--- config.mk ---
export PLATFORM = sky130hd
export DESIGN_NAME = fpl_top
export DESIGN_NICKNAME = d
export VERILOG_FILES = /design/src/fpl_pkg.sv /design/src/fpl_sync_if.sv /design/src/fpl_pin_sync.sv /design/src/fpl_top.sv
export VERILOG_INCLUDE_DIRS = /design/src
export SDC_FILE = /design/constraint.sdc
export NUM_CORES = 1
export LEC_CHECK = 0
export BUFFER_PORTS_ARGS = -buffer_cell sky130_fd_sc_hd__buf_4
export CORE_UTILIZATION = 54
export CTS_BUF_LIST = sky130_fd_sc_hd__clkbuf_8
export DETAILED_ROUTE_END_ITERATION = 8
export PLACE_DENSITY = 0.81
export SYNTH_ARGS = -nofsm -noshare
export SYNTH_HDL_FRONTEND = slang
export SYNTH_SLANG_ARGS = --single-unit
--- constraint.sdc ---
create_clock -name ref_clk -period 2.8 [get_ports ref_clk]
set_clock_uncertainty 0.1 [all_clocks]
set_input_delay 0.56 -clock ref_clk [delete_from_list [all_inputs] [get_ports ref_clk]]
set_output_delay 0.56 -clock ref_clk [all_outputs]
set_load 0.02 [all_outputs]
--- src/fpl_defs.svh ---
// Constants for the four port output latches.
// Behaviour
// - Four separate 8-bit latches each drive their stored bits onto the eight pins of their port.
// - A read-modify-write read of a port returns that port's latch, not its pins.
// - Any other read of a port returns that port's pin levels as they come out of the two-stage synchroniser.
// - An external bus cycle on port 0 loads its latch with all ones, losing the old value.
// - Reset sets every bit of all four latches to one.
// - The four latches decode at special function addresses sixteen apart, starting at port 0.
`ifndef FPL_DEFS_SVH
`define FPL_DEFS_SVH

`define FPL_PORT0_ADDR 8'h80
`define FPL_PORT1_ADDR 8'h90
`define FPL_PORT2_ADDR 8'ha0
`define FPL_PORT3_ADDR 8'hb0
`define FPL_PORT_STRIDE_LSB 4
`define FPL_PORT_COUNT 3'h4
`define FPL_LATCH_RESET 8'hff
`define FPL_BUS_FILL 8'hff
`define FPL_PIN_RESET 8'hff
`define FPL_UNMAPPED_READ 8'h00
`define FPL_SYNC_STAGES 2

`endif

--- src/fpl_pkg.sv ---
// Types shared by the four port output latch design.
package fpl_pkg;

	typedef logic [7:0] fpl_byte_t;
	typedef logic [3:0][7:0] fpl_ports_t;
	typedef logic [1:0] fpl_index_t;

	typedef enum logic [2:0]
	{
		FPL_RSRC_NONE = 3'b001,
		FPL_RSRC_LATCH = 3'b010,
		FPL_RSRC_PIN = 3'b100
	} fpl_rsrc_e;

endpackage : fpl_pkg

--- src/fpl_sync_if.sv ---
// Carrier for the raw and synchronised pin levels of all four ports.
`timescale 1ns/1ps
interface fpl_sync_if;
	import fpl_pkg::*;

	fpl_ports_t pins_raw;
	fpl_ports_t pins_sync;

	modport sync
	(
		input pins_raw,
		output pins_sync
	);

	modport core
	(
		output pins_raw,
		input pins_sync
	);

endinterface : fpl_sync_if

--- src/fpl_pin_sync.sv ---
// Two-stage synchroniser for the port pin levels.
`timescale 1ns/1ps
`include "fpl_defs.svh"
module fpl_pin_sync
(
	// Clock and reset
	input wire logic ref_clk,
	input wire logic srst,
	// Pin levels
	fpl_sync_if.sync pins
);
	import fpl_pkg::*;

	fpl_ports_t meta_q;
	fpl_ports_t sync_q;

	// The first stage feeds only the second, so metastability never reaches decode logic.
	always_ff @(posedge ref_clk)
	begin
		if (srst)
		begin
			meta_q <= {4{`FPL_PIN_RESET}};
			sync_q <= {4{`FPL_PIN_RESET}};
		end
		else
		begin
			meta_q <= pins.pins_raw;
			sync_q <= meta_q;
		end
	end

	assign pins.pins_sync = sync_q;

endmodule : fpl_pin_sync

--- src/fpl_top.sv ---
// Four 8-bit port output latches with special function register access.
`timescale 1ns/1ps
`include "fpl_defs.svh"
module fpl_top
(
	// Clock and reset
	input wire logic ref_clk,
	input wire logic srst,
	// Special function register access from the core
	input wire logic [7:0] sfr_addr,
	input wire logic sfr_wr_en,
	input wire fpl_pkg::fpl_byte_t sfr_wr_data,
	input wire logic sfr_rd_en,
	input wire logic sfr_rd_rmw,
	output fpl_pkg::fpl_byte_t sfr_rd_data,
	output logic sfr_rd_valid,
	output logic sfr_rd_hit,
	// External bus activity on port 0
	input wire logic ext_bus_cycle,
	// Port pins
	input wire fpl_pkg::fpl_ports_t port_pin_in,
	output fpl_pkg::fpl_ports_t port_pin_out
);
	import fpl_pkg::*;

	// One element per port keeps each latch in a process of its own without two writers.
	fpl_byte_t latch_q [4];
	fpl_byte_t rd_data_q;
	logic rd_valid_q;
	logic rd_hit_q;
	fpl_rsrc_e rsrc;
	logic [2:0] rd_sel;
	logic [2:0] wr_sel;

	fpl_sync_if pin_bus ();

	assign pin_bus.pins_raw = port_pin_in;

	fpl_pin_sync u_pin_sync
	(
		.ref_clk(ref_clk),
		.srst(srst),
		.pins(pin_bus.sync)
	);

	// Returns {hit, index}; the four ports sit sixteen addresses apart, starting at port 0.
	function automatic logic [2:0] fpl_decode(input logic [7:0] addr);
		logic [7:0] diff;
		logic [3:0] slot;
		diff = addr - `FPL_PORT0_ADDR;
		slot = diff[7:`FPL_PORT_STRIDE_LSB];
		if ((diff[`FPL_PORT_STRIDE_LSB-1:0] == 4'h0) && (slot < {1'b0, `FPL_PORT_COUNT}))
		begin
			fpl_decode = {1'b1, slot[1:0]};
		end
		else
		begin
			fpl_decode = 3'h0;
		end
	endfunction : fpl_decode

	assign rd_sel = fpl_decode(sfr_addr);
	assign wr_sel = fpl_decode(sfr_addr);

	always_comb
	begin
		if (!rd_sel[2])
		begin
			rsrc = FPL_RSRC_NONE;
		end
		else if (sfr_rd_rmw)
		begin
			rsrc = FPL_RSRC_LATCH;
		end
		else
		begin
			rsrc = FPL_RSRC_PIN;
		end
	end

	// Port 0 latch: a bus cycle beats a software write in the same cycle.
	always_ff @(posedge ref_clk)
	begin
		if (srst)
		begin
			latch_q[0] <= `FPL_LATCH_RESET;
		end
		else if (ext_bus_cycle)
		begin
			latch_q[0] <= `FPL_BUS_FILL;
		end
		else if (sfr_wr_en && wr_sel[2] && (wr_sel[1:0] == 2'h0))
		begin
			latch_q[0] <= sfr_wr_data;
		end
	end

	// Ports 1 to 3 only ever change by reset or by a write.
	for (genvar i = 1; i < 4; i++)
	begin : g_latch
		always_ff @(posedge ref_clk)
		begin
			if (srst)
			begin
				latch_q[i] <= `FPL_LATCH_RESET;
			end
			else if (sfr_wr_en && wr_sel[2] && (wr_sel[1:0] == fpl_index_t'(i)))
			begin
				latch_q[i] <= sfr_wr_data;
			end
		end
	end

	// Reads are answered one cycle later; the latch source shows the value before a same-cycle write.
	always_ff @(posedge ref_clk)
	begin
		if (srst)
		begin
			rd_data_q <= `FPL_UNMAPPED_READ;
			rd_valid_q <= 1'b0;
			rd_hit_q <= 1'b0;
		end
		else
		begin
			rd_valid_q <= sfr_rd_en;
			rd_hit_q <= sfr_rd_en && rd_sel[2];
			if (sfr_rd_en)
			begin
				unique case (rsrc)
					FPL_RSRC_LATCH: rd_data_q <= latch_q[rd_sel[1:0]];
					FPL_RSRC_PIN: rd_data_q <= pin_bus.pins_sync[rd_sel[1:0]];
					FPL_RSRC_NONE: rd_data_q <= `FPL_UNMAPPED_READ;
				endcase
			end
		end
	end

	assign port_pin_out = {latch_q[3], latch_q[2], latch_q[1], latch_q[0]};
	assign sfr_rd_data = rd_data_q;
	assign sfr_rd_valid = rd_valid_q;
	assign sfr_rd_hit = rd_hit_q;

	for (genvar k = 0; k < 4; k++)
	begin : g_chk

	end
endmodule : fpl_top

---- Word level (Yosys, flattened, before mapping) ----
Memory sizes are Yosys's and may differ from the RTL's.
Cells that the tools add are included.
storage, ports and cells
  flip-flop bits (word level) ............. 74
  memory bits (writable) .................. 32
  logic and storage cells ................. 64
  memories ................................ 1
cells by class
  add/subtract/negate cells ............... 1
  $lt $le $gt $ge ......................... 2
  equality and inequality tests ........... 6
  multiplexer cells ....................... 29
  bitwise operators ....................... 5
  reduce and logical (&&, ||, !) cells .... 9
memory list
  name     depth  bits a word  read ports  clocked after Yosys merged registers in  write ports  RTL line       text
  latch_q  4      8            5           0                                        4            fpl_top.sv:27  fpl_byte_t latch_q [4];
operator list
  kind                                                  number
  two-way mux 8 bit                                     6
  one-hot mux 8 bit (3 select lines)                    1
  two-way mux 1 bit                                     18
  binary-select mux 8 bit (select 2 bit)                1
  two-way mux 3 bit                                     3
  subtractor 8 bit (second input constant)              1
  logical AND 1 bit                                     7
  bitwise OR 1 bit                                      5
  equality test 2 bit (second input constant)           2
  zero test 4 bit                                       1
  < comparator 4 x 3 -> 1 bit (second input constant)   1
  equality test 3 x 1 -> 1 bit (second input constant)  1
  equality test 3 x 2 -> 1 bit (second input constant)  1
  equality test 3 bit (second input constant)           1
  < comparator 2 x 3 -> 1 bit (second input constant)   1
  equality test 2 x 1 -> 1 bit (second input constant)  1
  zero test 2 bit                                       1

---- Depth between registers and ports, before layout ----
Gate-level depths: netlist (run 1).
  word-level depth ........................ 11
  gate-level depth with buffers ........... 7
  gate-level depth less buffers ........... 5

---- By module ----
A second synthesis (run 1) with hierarchy kept.
second synthesis, totals
  cells, all modules ...................... 300
  area, all modules ....................... 3875.0 µm²
by module, submodules not included
  module        times used  cells each  area an instance (µm²)  seq. area each (µm²)
  fpl_top       1           165         2114.5                  1161.1
  fpl_pin_sync  1           135         1760.4                  1281.2

---- Worst setup path after synthesis (run 1) ----
Ideal clock, no wire load.
  path type ............................... input-to-reg
  from .................................... input sfr_addr[6]
  to ...................................... memory latch_q[2][0] (netlist bit), enable pin
  setup time .............................. 0.330 ns
  arrival time ............................ 1.935 ns
  setup slack ............................. 0.435 ns
  cell stages on the path ................. 4
  path buffers ............................ 1
  path through ............................ or4b_4 -> nor3_4 -> buf_2 -> a41o_1
RTL lines
  element             RTL line       text
  start: declaration  fpl_top.sv:10  input wire logic [7:0] sfr_addr,
  end: declaration    fpl_top.sv:27

==> flow_summary.toml, run 1 <==
[power]
p_clk_frac = 0.311
total_power_uw = 2870
switching_share = 0.237
ir_drop_uv = 439
switchingPower_uw = 680
p_seq_frac = 0.585
p_int_uw = 2190
combPwrFrac = 0.103
p_leak_uw = 0.00185
powerDensity_mw_per_mm2 = 598

[floorplan]
die_y_um = 86.1
start_util = 0.559
coreArea_mm2 = 0.00683
std_cell_rows = 30
dieArea_mm2 = 0.00741
io_pins = 96
fp.dieW_um = 86.1

[sta]
final-setup-viol-count = 0
rsz0062_at_grt = "false"
whs_ps = 274
finalCritPeriodShare = 0.829
worstMarginPinSlew_ps = 563
fmax_mhz = 431
finalCriticalPeriod_ps = 2320
tns_ps = 0
finalHoldViolCount = 0
slew_headroom = 0.624
drv_slew = 0

[placement]
gp_congestion = 0.894
io_buffer_count = 95
place.detailed.hpwl_um = 5460

[clock_tree]
clockBufferDepth = 2
post_cts_buffers = 0
clk_pin_slew_ps = 100
cts_root_buffer = "clkbuf_8"
cts_buffers = 9
clk_latency_ps = 360
holdBufCountCts = 0
tritoncts = "yes"
htreeDepth = 3
clock-sinks = 106
cts_resized = 0

[worst_setup_path]
crit_slowest_cell = "or4b_4"
crit_buf_inv = 1
path_max_fanout = 12
critical_path_class = "input port to flip-flop"
critPathCaptureType = "flip-flop"
cpPeakStageDelay_ps = 550
critical_path.startpoint_type = "input port"
arrival_ps = 2330
cp.required_ps = 2810
critPathTopFamily = "simple AND/OR/NAND/NOR gates"
cp_cell_sequence = "buf_4 > or4b_4 > nor3_4 > nand3_1 > or3_1"

[detailed_routing]
drtIter0Drc = 152
dr.pass1.iters = 4
drcViolationCount = 0
routed.top_layer = "met4"
vias = 2545
wl_met1_um = 3080
antenna_left = 0
route.met3.wl_um = 490
vias_per_cell = 5.16
routed_wl_um = 7590
wl_per_cell_um = 15.4
dr_wl_met2_um = 3880

[yosys]
yosys_most_used_dff = "dfxtp_1"
synth_top_area_frac = 0.388
yosysWarningCount = 0
syn-cell-area_mm2 = 0.00382
synth_nets = 355
synth.most_common_cell = "dfxtp_1"
yosysTopAreaCell = "dfxtp_1"
synth_edf_count = 32
synth_area_per_cell_um2 = 12.7
synth-seq-area-share = 0.639
yosys.cell_types.count = 28
synthArstFlopShare = 0
synthTopCellsByArea = "dfxtp_1 39%, edfxtp_1 25%, or2_2 12%"
yosys-top-cells-count = "74 x dfxtp_1, 72 x or2_2, 32 x edfxtp_1, 16 x or3_1, 14 x a211oi_1"
syn_inst = 301
synth-seq-cells = 106

[global_route]
grt_max_degree = 78
antenna_found_initial = 0
grt_pass1_wl_um = 11600
grt_pass1_vias = 2434
overflow = 0
track_usage = 0.214

[layout]
area_growth_pct = 25.5
layout-drive-gt1-share = 0.506
antenna_cells = 0
layout.nets = 446

[outcome]
outcome = "finished clean"

[worst_hold_path]
hold_path_class = "input port to flip-flop"

[run]
cap_violations = 0
[metrics by stage]
step	util	instance area, um2	std cells	setup slack (ps)
after floorplan	-	3820	301	435
after global placement	0.674	4600	477	172
after detailed placement	0.674	4600	477	118
after CTS	0.702	4800	493	498
after global routing	0.702	4800	493	373
final	0.702	4800	493	479
[final cells by class]
class                           count  area [um2]
Clock buffer                       11         151
Clock inverter                      5        42.5
Fill cell                         496        2040
Inverter                            2        7.51
Multi-Input combinational cell    175        1300
Sequential cell                   106        2440
Tap cell                           96         120
Timing Repair Buffer               98         736
[power groups by stage]
stage                     combinational [uW]  sequential, uW  clock [uW]
after floorplan                          121            1740           0
after global placement                   290            1710           0
after detailed placement                 296            1710           0
after CTS                                297            1680         906
after global routing                     316            1680         980
final                                    296            1680         893
[registers in the layout, indices dropped and copies added (netlist names)]
signal,flops
sfr_rd_data,8
latch_q,32
u_pin_sync.pins.pins_sync,32
sfr_rd_valid,1
u_pin_sync.meta_q,32
sfr_rd_hit,1
[worst paths after layout]
path | end | cells after the start | slack, ps | from
max | latch_q[3][2] | 5 | 480 | sfr_addr[6]
min reg2reg | u_pin_sync.pins.pins_sync[20] | 1 | 320 | u_pin_sync.meta_q[20]
max reg2reg | sfr_rd_data[7] | 3 | 1260 | latch_q[3][7]
min | u_pin_sync.meta_q[17] | 2 | 270 | port_pin_in[17]
[placed cells by master (no fill, tap or decap), drive strengths merged, types with 2 or more instances in the layout]
master,n
buf,98
dfxtp,74
or2,72
edfxtp,32
or3,16
a211oi,14
nand3,11
clkbuf,11
mux4,9
nor2,9
nand2b,9
and2,8
o21ai,7
o221ai,7
inv,4
a41o,3
clkinv,2
[routing by layer]
metal	GRT usage	vias up
met5	0	-
met4	0.0909	0
met3	0.0635	12
met2	0.361	110
met1	0.254	1183
li1	-	1240
[kinds of logic (layout without fill, tap and decap cells)]
group / count (synthesis) / in the layout / synth area share
and+or+nand+nor: 132 / 132 / 0.218
DFF: 106 / 106 / 0.639
AOI/OAI and AO/OA: 33 / 33 / 0.0652
buffers and inverters: 20 / 116 / 0.0213
muxes: 10 / 10 / 0.0560
(Power assumes the default switching activity.)
==> run 2, diff against run 1 <==
==> constraint.sdc (replaced) <==
create_clock -name ref_clk -period 2.2 [get_ports ref_clk]
set_clock_uncertainty 0.1 [all_clocks]
set_input_delay 0.44 -clock ref_clk [delete_from_list [all_inputs] [get_ports ref_clk]]
set_output_delay 0.44 -clock ref_clk [all_outputs]
set_load 0.02 [all_outputs]
==> run 2 against run 1 <==
  * Sequential power grew 27%
  * Setup slack lost 380 ps
  * Worst hold slack lost 120 ps
  * Wire length grew 0.51%
  * Combinational power grew 31%
  * Critical path type unchanged
  * Largest power group unchanged
  * Highest routed layer unchanged
==> flow_summary.toml, run 2 (synthesis gave the netlist of run 1 again) <==
[sta]
drv_slew = 0
slew_headroom = 0.772
worstMarginPinSlew_ps = 342
finalHoldViolCount = 0
finalCriticalPeriod_ps = 2100
fmax_mhz = 476
final-setup-viol-count = 0
fin_ws_ps = 101
finalCritPeriodShare = 0.954
rsz0062_at_grt = "false"

[clock_tree]
post_cts_buffers = 0
tritoncts = "yes"
clk_latency_ps = 360
clockBufferDepth = 2
htreeDepth = 3
clock-sinks = 106
cts_buffers = 9
clk_pin_slew_ps = 100
cts_resized = 0
cts_root_buffer = "clkbuf_8"
holdBufCountCts = 0

[detailed_routing]
wl_per_cell_um = 15.2
drcViolationCount = 0
vias = 2569
drtIter0Drc = 202
antenna_left = 0
vias_per_cell = 5.11
routed_wl_um = 7630
dr.pass1.iters = 4

[global_route]
grt_pass1_vias = 2458
grt_max_degree = 47
antenna_found_initial = 0
grt_pass1_wl_um = 12000
track_usage = 0.223
overflow = 0

[outcome]
outcome = "finished clean"

[placement]
place.detailed.hpwl_um = 5620
io_buffer_count = 95
place_area_mm2 = 0.00469
gp_congestion = 0.852
pre_cts_ws_ps = -292

[worst_setup_path]
cpPeakStageDelay_ps = 550
cp.required_ps = 2210
r2r_slack_ps = 670
critical_path_class = "input port to flip-flop"
crit_slowest_cell = "or4b_4"
critPathCaptureType = "flip-flop"
timing.rr.start = "latch_q[1][7]"
r2r-end = "sfr_rd_data[7]"
critical_path.startpoint_type = "input port"
path_max_fanout = 8
cp_cell_sequence = "buf_4 > or4b_4 > nor3_4 > nand3_1 > or3_1"
r2r_cells = 3
arrival_ps = 2110

[worst_hold_path]
hold_path_end = "u_pin_sync.meta_q[5]"
hold_depth = 2
hold_path_class = "input port to flip-flop"
min_from = "port_pin_in[5]"

[layout]
area_growth_pct = 27.4
final_common_cell = "buf_4"
layout.nets = 456
layout-drive-gt1-share = 0.514
antenna_cells = 0
stdcell_area_mm2 = 0.00487
fillers = 502
final_cell_mix = "107 x buf_4, 74 x dfxtp_1, 72 x or2_2, 32 x edfxtp_1, 16 x or3_1"
fin_util = 0.712
multi_input_area_mm2 = 0.00130
seqCellArea_mm2 = 0.00244

[run]
cap_violations = 0

[floorplan]
dieArea_mm2 = 0.00741
coreArea_mm2 = 0.00683
start_util = 0.559
fp.dieW_um = 86.1
std_cell_rows = 30
io_pins = 96
die_y_um = 86.1

[power]
powerDensity_mw_per_mm2 = 739
total_power_uw = 3600
ir_drop_uv = 562
p_leak_uw = 0.00190
==> run 2: changes by cell type in the layout (fill, tap and decap cells not counted), sizes merged <==
cell | before | now
clkinvlp | 1 | 0
inv | 4 | 5
clkinv | 2 | 4
clkbuf | 11 | 9
buf | 98 | 108
==> run 2: stage by stage <==
step / hold WS [ps] / setup TNS (ps) / std cells
6_report: 150 / 0 / 503
5_1_grt: 129 / 0 / 503
4_1_cts: 136 / 0 / 503
3_5_place_dp: 294 / -9160 / 487
3_3_place_gp: 294 / -5820 / 487
2_1_floorplan: 289 / -1080 / 301
==> run 2: report_power, final <==
| group | switching, uW | leakage (uW) | internal [uW] |
|---|---|---|---|
| sequential | 36.0 | 0.000928 | 2100 |
| combinational | 183 | 0.000873 | 207 |
| clock | 649 | 0.0000983 | 422 |
==> run 2: cell type report <==
| type | instances | share of cell area |
|---|---|---|
| clock inverters | 7 | 0.0111 |
| clock buffers | 9 | 0.0254 |
| multi-input cells | 175 | 0.266 |
| inverters | 2 | 0.00154 |
| well taps | 96 | 0.0247 |
| repair buffers | 108 | 0.169 |
| flip-flops and latches | 106 | 0.502 |
==> run 2: critical path, delay by kind of cell <==
kind | cells | cell delay [ps]
buffers and inverters | 1 | 110
and+or+nand+nor | 4 | 1560
==> run 2: worst max-delay path by stage <==
stage                start       endpoint  slack, ps  cells after the start
2_1_floorplan  sfr_addr[6]  latch_q[2][0]        -40                      4
3_3_place_gp   sfr_addr[6]  latch_q[2][5]       -160                      5
3_5_place_dp   sfr_addr[6]  latch_q[3][1]       -290                      5
4_1_cts        sfr_addr[6]  latch_q[3][1]        100                      5
5_1_grt        sfr_addr[6]  latch_q[3][1]         60                      5
6_report       sfr_addr[6]  latch_q[3][1]        100                      5
==> run 2: layer usage <==
| layer | vias to the layer above | wire length [um] | global-route usage |
|---|---|---|---|
| li1 | 1264 | - | - |
| met1 | 1180 | 3130 | 0.274 |
| met2 | 104 | 3750 | 0.360 |
| met3 | 21 | 481 | 0.0500 |
| met4 | 0 | 270 | 0.132 |
| met5 | - | 0 | 0 |
